File: config.mk
export PLATFORM = sky130hd
export DESIGN_NAME = dmm_core
export DESIGN_NICKNAME = d
export VERILOG_FILES = /design/src/design/dmm_pkg.sv /design/src/design/dmm_core.sv
export SDC_FILE = /design/constraint.sdc
export NUM_CORES = 1
export LEC_CHECK = 0
export ABC_AREA = 1
export BUFFER_PORTS_ARGS = -buffer_cell sky130_fd_sc_hd__buf_2
export CAP_MARGIN = 20
export CORE_ASPECT_RATIO = 1.5
export CORE_MARGIN = 10
export CORE_UTILIZATION = 55
export DETAILED_ROUTE_END_ITERATION = 12
export HOLD_SLACK_MARGIN = 0.1
export MAX_ROUTING_LAYER = met4
export PLACE_DENSITY = 0.83
export SYNTH_ARGS = -nofsm -noshare
export SYNTH_HDL_FRONTEND = slang
export SYNTH_SLANG_ARGS = --single-unit
File: constraint.sdc
create_clock -name core_clk -period 3.2 [get_ports core_clk]
set_input_delay 0 -clock core_clk [delete_from_list [all_inputs] [get_ports core_clk]]
set_output_delay 0 -clock core_clk [all_outputs]
set_load 0.1 [all_outputs]
File: src/design/dmm_pkg.sv
// Purpose: Constants and types of the DAC device memory map block.
// Assumes: 16-bit words, 5-bit word addresses, 12-bit output codes.
// Notes: Shared by the register bank and the verification side.
// Functional notes
// - Volatile words sit at 00h, 01h, 08h, 09h, 0Ah and 0Bh; 02h-07h and 0Ch-0Fh are reserved.
// - Nonvolatile words sit at 10h, 11h, 18h, 19h and 1Ah (gain plus 7-bit target address); the rest are reserved.
// - Volatile words take their defaults during reset, then their nonvolatile copies before any access is served.
// - On power-on release each nonvolatile word is copied into its volatile twin; from 1Ah only the gain field reaches 0Ah.
// - Programming of a nonvolatile word starts at the acknowledge of the write command.
// - A nonvolatile write leaves the volatile twin unchanged.
// - Volatile codes pair with config locks, nonvolatile codes with code locks, 1Ah with the address lock, all changed only by high-voltage commands.
// - Five nonvolatile lock bits live outside the map: two per channel and one address lock.
// - The lock status word shows the per-channel lock bits.
// - Unimplemented bits of an implemented word read as zero.
// - A normal read or write to a reserved address is a command error and is not acknowledged.
// - A read of a reserved location returns all ones.
// - A high-voltage command aimed at an unimplemented lock bit is a command error and is not acknowledged.
// - Every location is one 16-bit word.
// - After a command error the command engine idles until the next bus start condition.
package dmm_pkg;
    localparam int DW = 16;
    localparam int AW = 5;
    localparam int NV_DEPTH = 16;
    localparam int LOCK_W = 5;
    localparam logic [AW-1:0] A_CH0 = 5'h00;
    localparam logic [AW-1:0] A_CH1 = 5'h01;
    localparam logic [AW-1:0] A_VREF = 5'h08;
    localparam logic [AW-1:0] A_PD = 5'h09;
    localparam logic [AW-1:0] A_GS = 5'h0A;
    localparam logic [AW-1:0] A_LOCK = 5'h0B;
    localparam logic [AW-1:0] A_NV_CH0 = 5'h10;
    localparam logic [AW-1:0] A_NV_CH1 = 5'h11;
    localparam logic [AW-1:0] A_NV_VREF = 5'h18;
    localparam logic [AW-1:0] A_NV_PD = 5'h19;
    localparam logic [AW-1:0] A_NV_GS = 5'h1A;
    localparam int NV_IDX_CH0 = 0;
    localparam int NV_IDX_CH1 = 1;
    localparam int NV_IDX_VREF = 8;
    localparam int NV_IDX_PD = 9;
    localparam int NV_IDX_GS = 10;
    localparam logic [NV_DEPTH-1:0] NV_IMPL = 16'h0703;
    localparam logic [DW-1:0] CODE_MASK = 16'h0FFF;
    localparam logic [DW-1:0] CFG_MASK = 16'h000F;
    localparam logic [DW-1:0] NV_GS_MASK = 16'h03FF;
    localparam logic [DW-1:0] ADDR_FIELD_MASK = 16'h007F;
    localparam int GAIN_LSB = 8;
    localparam int GAIN_W = 2;
    localparam int POR_BIT = 7;
    localparam int BUSY_BIT = 6;
    localparam int TADDR_W = 7;
    localparam int CFG_W = 4;
    localparam logic [DW-1:0] DEF_CODE = 16'h07FF;
    localparam logic [DW-1:0] DEF_CFG = 16'h0000;
    localparam logic [DW-1:0] DEF_NV_GS = 16'h00E0;
    localparam logic [DW-1:0] RSV_READ = 16'hFFFF;
    localparam logic [DW-1:0] ZERO_WORD = 16'h0000;
    localparam int LK_CH0_CFG = 0;
    localparam int LK_CH0_CODE = 1;
    localparam int LK_CH1_CFG = 2;
    localparam int LK_CH1_CODE = 3;
    localparam int LK_ADDR = 4;
    localparam logic [LOCK_W-1:0] LOCK_FACTORY = 5'h10;
    localparam int CLK_PERIOD_NS = 20;
    localparam int NV_PROG_TIME_NS = 5000000;
    localparam int NV_PROG_CYCLES_DEF = (NV_PROG_TIME_NS + CLK_PERIOD_NS - 1) / CLK_PERIOD_NS;
    localparam int PROG_CNT_W = 20;
    typedef enum logic [1:0] {
        CMD_READ = 2'h0,
        CMD_WRITE = 2'h1,
        CMD_HV_EN = 2'h2,
        CMD_HV_DIS = 2'h3
    } dmm_cmd_t;
    typedef enum logic [1:0] {
        ST_COPY = 2'h0,
        ST_READY = 2'h1,
        ST_ERROR = 2'h3
    } dmm_state_t;
endpackage

File: src/design/dmm_core.sv
// Purpose: Volatile and nonvolatile word map of a two-channel DAC behind a serial command front end.
// Assumes: The serial front end delivers decoded commands and start-condition pulses on core_clk.
// Notes: The nonvolatile store and lock bits survive reset_n; nv_factory_init writes factory values.
`timescale 1ns/10ps
module dmm_core
    import dmm_pkg::*;
#(
    parameter int NV_PROG_CYCLES = NV_PROG_CYCLES_DEF
)
(
    input wire logic core_clk,
    input wire logic reset_n,
    input wire logic nv_factory_init,
    input wire logic high_voltage_cmd_pin,
    input wire logic bus_start,
    input wire logic cmd_valid,
    input wire dmm_cmd_t cmd_kind,
    input wire logic [AW-1:0] cmd_addr,
    input wire logic [DW-1:0] cmd_wdata,
    output logic cmd_ack,
    output logic cmd_nack,
    output logic [DW-1:0] cmd_rdata,
    output logic ready,
    output logic nv_prog_busy,
    output logic [DW-1:0] chan0_code,
    output logic [DW-1:0] chan1_code,
    output logic [CFG_W-1:0] vref_sel,
    output logic [CFG_W-1:0] pd_cfg,
    output logic [GAIN_W-1:0] gain_sel,
    output logic [TADDR_W-1:0] target_addr,
    output logic [LOCK_W-1:0] lock_bits
);
    dmm_state_t state_ff;
    dmm_state_t nxt_state;
    logic hv_meta_ff;
    logic hv_sync_ff;
    logic ack_ff;
    logic nack_ff;
    logic [DW-1:0] rdata_ff;
    logic [DW-1:0] ch0_ff;
    logic [DW-1:0] ch1_ff;
    logic [CFG_W-1:0] vref_ff;
    logic [CFG_W-1:0] pd_ff;
    logic [GAIN_W-1:0] gain_ff;
    logic por_ff;
    logic [LOCK_W-1:0] lock_ff;
    logic [LOCK_W-1:0] nxt_lock;
    logic prog_busy_ff;
    logic [PROG_CNT_W-1:0] prog_cnt_ff;
    logic [3:0] prog_idx_ff;
    logic [DW-1:0] prog_data_ff;
    logic [DW-1:0] nv_word [NV_DEPTH];
    logic [DW-1:0] rd_val;
    logic [DW-1:0] nv_wr_val;

    function automatic logic [DW-1:0] nv_default(input int idx);
        if (idx == NV_IDX_CH0 || idx == NV_IDX_CH1)
            return DEF_CODE;
        else if (idx == NV_IDX_GS)
            return DEF_NV_GS;
        else
            return DEF_CFG;
    endfunction

    function automatic logic [DW-1:0] nv_mask(input logic [3:0] idx);
        if (idx == NV_IDX_CH0[3:0] || idx == NV_IDX_CH1[3:0])
            return CODE_MASK;
        else if (idx == NV_IDX_GS[3:0])
            return NV_GS_MASK;
        else
            return CFG_MASK;
    endfunction

    // Address classes
    wire a_ch0 = cmd_addr == A_CH0;
    wire a_ch1 = cmd_addr == A_CH1;
    wire a_vref = cmd_addr == A_VREF;
    wire a_pd = cmd_addr == A_PD;
    wire a_gs = cmd_addr == A_GS;
    wire a_lock = cmd_addr == A_LOCK;
    wire a_nv_ch0 = cmd_addr == A_NV_CH0;
    wire a_nv_ch1 = cmd_addr == A_NV_CH1;
    wire a_nv_gs = cmd_addr == A_NV_GS;
    wire a_nv_cfg = (cmd_addr == A_NV_VREF) || (cmd_addr == A_NV_PD);
    wire a_vol = a_ch0 || a_ch1 || a_vref || a_pd || a_gs || a_lock;
    wire a_nvm = a_nv_ch0 || a_nv_ch1 || a_nv_gs || a_nv_cfg;
    wire a_impl = a_vol || a_nvm;
    wire [3:0] nv_idx = cmd_addr[3:0];

    // Command qualification
    wire st_ready = state_ff == ST_READY;
    wire st_error = state_ff == ST_ERROR;
    wire cmd_take = cmd_valid && (st_ready || (st_error && bus_start));
    wire is_hv = (cmd_kind == CMD_HV_EN) || (cmd_kind == CMD_HV_DIS);
    wire is_wr = cmd_kind == CMD_WRITE;
    wire is_rd = cmd_kind == CMD_READ;
    wire hv_target = a_ch0 || a_ch1 || a_nv_ch0 || a_nv_ch1 || a_nv_gs;
    wire hv_ok = hv_sync_ff && hv_target;
    // A second nonvolatile write while one is programming would be lost, so it is refused
    wire nv_clash = is_wr && a_nvm && prog_busy_ff;
    wire norm_ok = a_impl && !nv_clash;
    wire cmd_good = is_hv ? hv_ok : norm_ok;
    wire take_good = cmd_take && cmd_good;
    wire take_bad = cmd_valid && !cmd_good && (st_ready || (st_error && bus_start));
    wire refuse = cmd_valid && !cmd_take;
    wire vol_wr = take_good && is_wr && a_vol;
    wire nv_wr = take_good && is_wr && a_nvm;
    wire hv_wr = take_good && is_hv;
    wire hv_set = cmd_kind == CMD_HV_EN;
    wire prog_done = prog_busy_ff && (prog_cnt_ff == '0);
    wire [DW-1:0] wmasked = cmd_wdata & nv_mask(nv_idx);

    // Address write protect keeps the stored target address under the lock
    assign nv_wr_val = (a_nv_gs && lock_ff[LK_ADDR])
        ? ((wmasked & ~ADDR_FIELD_MASK) | (nv_word[NV_IDX_GS] & ADDR_FIELD_MASK))
        : wmasked;

    // Read selection; unused bits of implemented words are zero
    always_comb
    begin
        rd_val = RSV_READ;
        if (a_ch0)
            rd_val = ch0_ff & CODE_MASK;
        else if (a_ch1)
            rd_val = ch1_ff & CODE_MASK;
        else if (a_vref)
            rd_val = {{(DW-CFG_W){1'b0}}, vref_ff};
        else if (a_pd)
            rd_val = {{(DW-CFG_W){1'b0}}, pd_ff};
        else if (a_gs)
        begin
            rd_val = ZERO_WORD;
            rd_val[GAIN_LSB +: GAIN_W] = gain_ff;
            rd_val[POR_BIT] = por_ff;
            rd_val[BUSY_BIT] = prog_busy_ff;
        end
        else if (a_lock)
            rd_val = {{(DW-CFG_W){1'b0}}, lock_ff[LK_CH1_CODE:LK_CH0_CFG]};
        else if (a_nvm)
            rd_val = nv_word[nv_idx] & nv_mask(nv_idx);
    end

    // Lock bit update by high-voltage commands only
    always_comb
    begin
        nxt_lock = lock_ff;
        if (hv_wr)
        begin
            if (a_ch0)
                nxt_lock[LK_CH0_CFG] = hv_set;
            else if (a_ch1)
                nxt_lock[LK_CH1_CFG] = hv_set;
            else if (a_nv_ch0)
                nxt_lock[LK_CH0_CODE] = hv_set;
            else if (a_nv_ch1)
                nxt_lock[LK_CH1_CODE] = hv_set;
            else if (a_nv_gs)
                nxt_lock[LK_ADDR] = hv_set;
        end
    end

    always_comb
    begin
        nxt_state = state_ff;
        case (state_ff)
            ST_COPY: nxt_state = ST_READY;
            ST_READY: nxt_state = take_bad ? ST_ERROR : ST_READY;
            ST_ERROR:
            begin
                if (bus_start)
                    nxt_state = take_bad ? ST_ERROR : ST_READY;
            end
            default: nxt_state = ST_COPY;
        endcase
    end

    // High-voltage detect comes from a pin comparator
    always_ff @(posedge core_clk)
    begin
        hv_meta_ff <= high_voltage_cmd_pin;
        hv_sync_ff <= hv_meta_ff;
    end

    always_ff @(posedge core_clk)
    begin
        if (!reset_n)
            state_ff <= ST_COPY;
        else
            state_ff <= nxt_state;
    end

    always_ff @(posedge core_clk)
    begin
        if (!reset_n)
        begin
            ack_ff <= 1'b0;
            nack_ff <= 1'b0;
            rdata_ff <= ZERO_WORD;
        end
        else
        begin
            ack_ff <= take_good;
            nack_ff <= take_bad || refuse;
            if (cmd_take && is_rd)
                rdata_ff <= rd_val;
        end
    end

    // Defaults during reset, then one copy cycle from the nonvolatile store
    always_ff @(posedge core_clk)
    begin
        if (!reset_n)
        begin
            ch0_ff <= DEF_CODE;
            ch1_ff <= DEF_CODE;
            vref_ff <= DEF_CFG[CFG_W-1:0];
            pd_ff <= DEF_CFG[CFG_W-1:0];
            gain_ff <= DEF_CFG[GAIN_LSB +: GAIN_W];
            por_ff <= 1'b1;
        end
        else if (state_ff == ST_COPY)
        begin
            ch0_ff <= nv_word[NV_IDX_CH0] & CODE_MASK;
            ch1_ff <= nv_word[NV_IDX_CH1] & CODE_MASK;
            vref_ff <= nv_word[NV_IDX_VREF][CFG_W-1:0];
            pd_ff <= nv_word[NV_IDX_PD][CFG_W-1:0];
            gain_ff <= nv_word[NV_IDX_GS][GAIN_LSB +: GAIN_W];
        end
        else if (vol_wr)
        begin
            if (a_ch0)
                ch0_ff <= cmd_wdata & CODE_MASK;
            if (a_ch1)
                ch1_ff <= cmd_wdata & CODE_MASK;
            if (a_vref)
                vref_ff <= cmd_wdata[CFG_W-1:0];
            if (a_pd)
                pd_ff <= cmd_wdata[CFG_W-1:0];
            if (a_gs)
            begin
                gain_ff <= cmd_wdata[GAIN_LSB +: GAIN_W];
                if (!cmd_wdata[POR_BIT])
                    por_ff <= 1'b0;
            end
        end
    end

    // Programming starts at the edge that raises the acknowledge
    always_ff @(posedge core_clk)
    begin
        if (!reset_n)
        begin
            prog_busy_ff <= 1'b0;
            prog_cnt_ff <= '0;
            prog_idx_ff <= '0;
            prog_data_ff <= ZERO_WORD;
        end
        else if (nv_wr)
        begin
            prog_busy_ff <= 1'b1;
            prog_cnt_ff <= PROG_CNT_W'(NV_PROG_CYCLES - 1);
            prog_idx_ff <= nv_idx;
            prog_data_ff <= nv_wr_val;
        end
        else if (prog_busy_ff)
        begin
            if (prog_done)
                prog_busy_ff <= 1'b0;
            else
                prog_cnt_ff <= prog_cnt_ff - 1'b1;
        end
    end

    // Lock bits are nonvolatile: reset_n does not touch them
    always_ff @(posedge core_clk)
    begin
        if (nv_factory_init)
            lock_ff <= LOCK_FACTORY;
        else
            lock_ff <= nxt_lock;
    end

    // Nonvolatile store, one entry per word; holes are tied to zero
    genvar gi;
    generate
        for (gi = 0; gi < NV_DEPTH; gi++)
        begin : g_nv
            if (NV_IMPL[gi])
            begin : g_impl
                always_ff @(posedge core_clk)
                begin
                    if (nv_factory_init)
                        nv_word[gi] <= nv_default(gi);
                    else if (prog_done && prog_idx_ff == 4'(gi))
                        nv_word[gi] <= prog_data_ff;
                end
            end
            else
            begin : g_hole
                assign nv_word[gi] = ZERO_WORD;
            end
        end
    endgenerate

    assign cmd_ack = ack_ff;
    assign cmd_nack = nack_ff;
    assign cmd_rdata = rdata_ff;
    assign ready = st_ready;
    assign nv_prog_busy = prog_busy_ff;
    assign chan0_code = ch0_ff;
    assign chan1_code = ch1_ff;
    assign vref_sel = vref_ff;
    assign pd_cfg = pd_ff;
    assign gain_sel = gain_ff;
    assign target_addr = nv_word[NV_IDX_GS][TADDR_W-1:0];
    assign lock_bits = lock_ff;
endmodule

==> results.yml <==
routing:
  totalWireLength_um: 22400
  viasPerCell: 5.69
  via_count: 7383
  firstDrtPassIters: 5
  drc: 0
  antenna_left: 0
  drt_iter0_markers: 960
  wire_per_inst_um: 17.3
power_and_ir_drop:
  vdd_drop_max_mv: 0.605
  power.density_nw_per_um2: 578
  p_leak_nw: 3.95
critical_path:
  cpPeakStageDelay_ns: 0.52
  critPathLaunch: "prog_cnt_ff[0]"
  worstPathCellList: "inv_1 > ha_1 > nand2_2 > nor2_2 > nand3_4 > nor2_4 > nand2_1 > o211ai_1"
  worst-path-buf-inv: 1
  critPathLaunchType: "flip-flop"
  r2r_start: "prog_cnt_ff[0]"
  path_max_fanout: 23
  crit_path_end_kind: "flip-flop"
  worstPathRequired_ns: 3.53
  cp.arrival_ns: 2.93
  path_class: "flip-flop to flip-flop"
  critPathSlowestCell: "nand2_1"
  cp_top_family: "simple AND/OR/NAND/NOR gates"
timing:
  slew_headroom_pct: 47.6
  setup_viol: 0
  min_period_ns: 2.60
  hold_viol: 0
  setup_tns_ns: 0
  worst_pin_slew_ns: 0.786
  max_freq_mhz: 384
  drv_slew: 0
  period_share_pct: 81.3
  rsz0062_at_grt: "no"
  skew_ns: 0.00925
synth:
  yosysWarnings: 0
  synth_edf_count: 0
  netlist_instances: 1043
  async_reset_ff_share_pct: 0
  synth_cell_type_count: 36
  avgSynthCellArea_um2: 6.76
  ys_ff_latch: 138
  synth_top_flop_cell: "dfxtp_1"
  ys_seq_area_share_pct: 39.2
  syn_area_um2: 7050
floorplan:
  rows: 50
  ioPinCount: 103
  die-area_um2: 17800
  fp.dieW_um: 112
  start_util_pct: 56.3
  fp.coreArea_um2: 12500
  fp.dieH_um: 159
final_layout:
  syn2layout_area_growth_pct: 18.1
  antenna-diode-count: 0
  post-route-util_pct: 66.6
  mostFrequentLayoutCells: "nand2_1, dfxtp_1, nand3_1"
  final_common_cell: "nand2_1"
  fillerInstances: 1102
  drive_gt1_share_pct: 15.0
  nNetsFinal: 1158
placement:
  gp_congestion: 1.01
  port_buffers: 90
  dp_hpwl_um: 16600
clock_network:
  cts_buffer_depth: 2
  cts_tree: "built"
  numCtsBuffers: 17
  cts.clk_slew.worst_paths_ns: 0.06
  post_cts_buffers: 0
  clk_latency_ns: 0.42
  clkSinkCount: 138
  h-tree-depth: 4
  cts_root_buf: "clkbuf_16"
global_route:
  antenna_found_initial: 0
  grt_pass1_wl_um: 35600
  grt_pass1_vias: 7056
  grt_max_degree: 33
  grt_overflow: 0
  grt_use_total_pct: 25.2
flow_run:
  cap_viol_max_count: 0
min_path:
  hold_path.class: "input port to flip-flop"
  min-delay-start: "cmd_addr[4]"
outcome:
  outcome: "completed"
[path summary, 6_finish.rpt]
path | slack [ns] | end | cells past startpoint
worst max-delay path | 0.60 | nv_word[227] | 8
worst min-delay path | 0.11 | lock_bits[3] | 4
worst max register to register | 0.60 | nv_word[227] | 8
worst min register to register | 0.35 | hv_sync_ff | 0
[area by class of cell]
type	instances	area [um2]	area share (%)
timing repair buffer	129	808	9.71
inverter	86	323	3.88
clock inverter	14	219	2.63
clock buffer	18	429	5.15
tap	156	195	2.34
multi-input combinational	756	3590	43.1
sequential	138	2760	33.2
[metal layers]
layer | GRT usage (%) | routed length, um
met4 | 14.9 | 913
met2 | 43.1 | 11400
met1 | 26.9 | 8640
met5 | - | 0
met3 | 4.22 | 1510
[cells in the mapped netlist (2+ instances only)]
master / count / area share [%]
nand2_1: 311 / 17
dfxtp_1: 138 / 39
nand3_1: 110 / 7.8
a21oi_1: 94 / 6.7
inv_1: 77 / 4.1
nor2_1: 72 / 3.8
o21ai_0: 55 / 3.9
o211ai_1: 31 / 3.3
clkbuf_1: 28 / 1.5
buf_4: 22 / 2.3
nand4_1: 19 / 1.7
buf_2: 15 / 1.1
inv_2: 9 / 0.48
o21ai_1: 7 / 0.50
a31oi_1: 6 / 0.53
nand2_2: 6 / 0.53
buf_6: 5 / 0.80
nor2_2: 5 / 0.44
xor2_1: 5 / 0.62
nor2_4: 3 / 0.48
xnor2_1: 3 / 0.37
a22oi_1: 2 / 0.21
nand2_4: 2 / 0.32
nand3_2: 2 / 0.28
nand3_4: 2 / 0.50
nor3_1: 2 / 0.14
nor3_2: 2 / 0.28
or2_2: 2 / 0.18
[power breakdown]
part / internal [mW] / switching, mW
combinational: 0.155 / 0.683
clock: 1.39 / 0.781
sequential: 1.77 / 0.0414
[worst register-to-register path, delay by kind of cell (launching register included)]
kind	cells	cell delay, ns
fa+ha+maj	1	0.32
simple gates	5	1.38
flops	1	0.33
compound gates	1	0.36
buf+inv	1	0.12
[registers in the layout, indices dropped and copies added (netlist names), 2 cells and up]
register      cells
nv_word          35
prog_cnt_ff      20
cmd_rdata        13
chan0_code       12
chan1_code       12
prog_data_ff     12
target_addr       7
lock_bits         5
pd_cfg            4
prog_idx_ff       4
vref_sel          4
gain_sel          2
state_ff          2
[cells by family (layout without fill, tap and decap cells)]
family,count (synthesis),in the layout,synth area share (%)
AND/OR/NAND/NOR,542,542,33.8
AO/OA/AOI/OAI,197,197,15.5
buffers and inverters,156,247,10.3
flip-flops,138,138,39.2
XOR/XNOR,8,8,0.994
adder cells (fa/ha/maj),1,1,0.177
other,1,8,0.0532
[per-stage QoR]
stage	std cells	total power [mW]	instance area [um2]	setup slack [ns]	hold slack [ns]
floorplan	1050	2.49	7070	1.07	0.0277
global placement	1239	2.64	7420	0.728	0.102
detailed placement	1239	2.65	7420	0.691	0.116
CTS	1297	4.81	8330	0.651	0.103
global route	1297	4.94	8330	0.388	0.150
finish	1297	4.82	8330	0.598	0.112
[repair_timing]
item / in CTS / in global routing
hold buffers: 26 / 0
hold endpoints to repair: 84 / 0
resized for setup: 0 / 0
(Power assumes the default switching activity.)
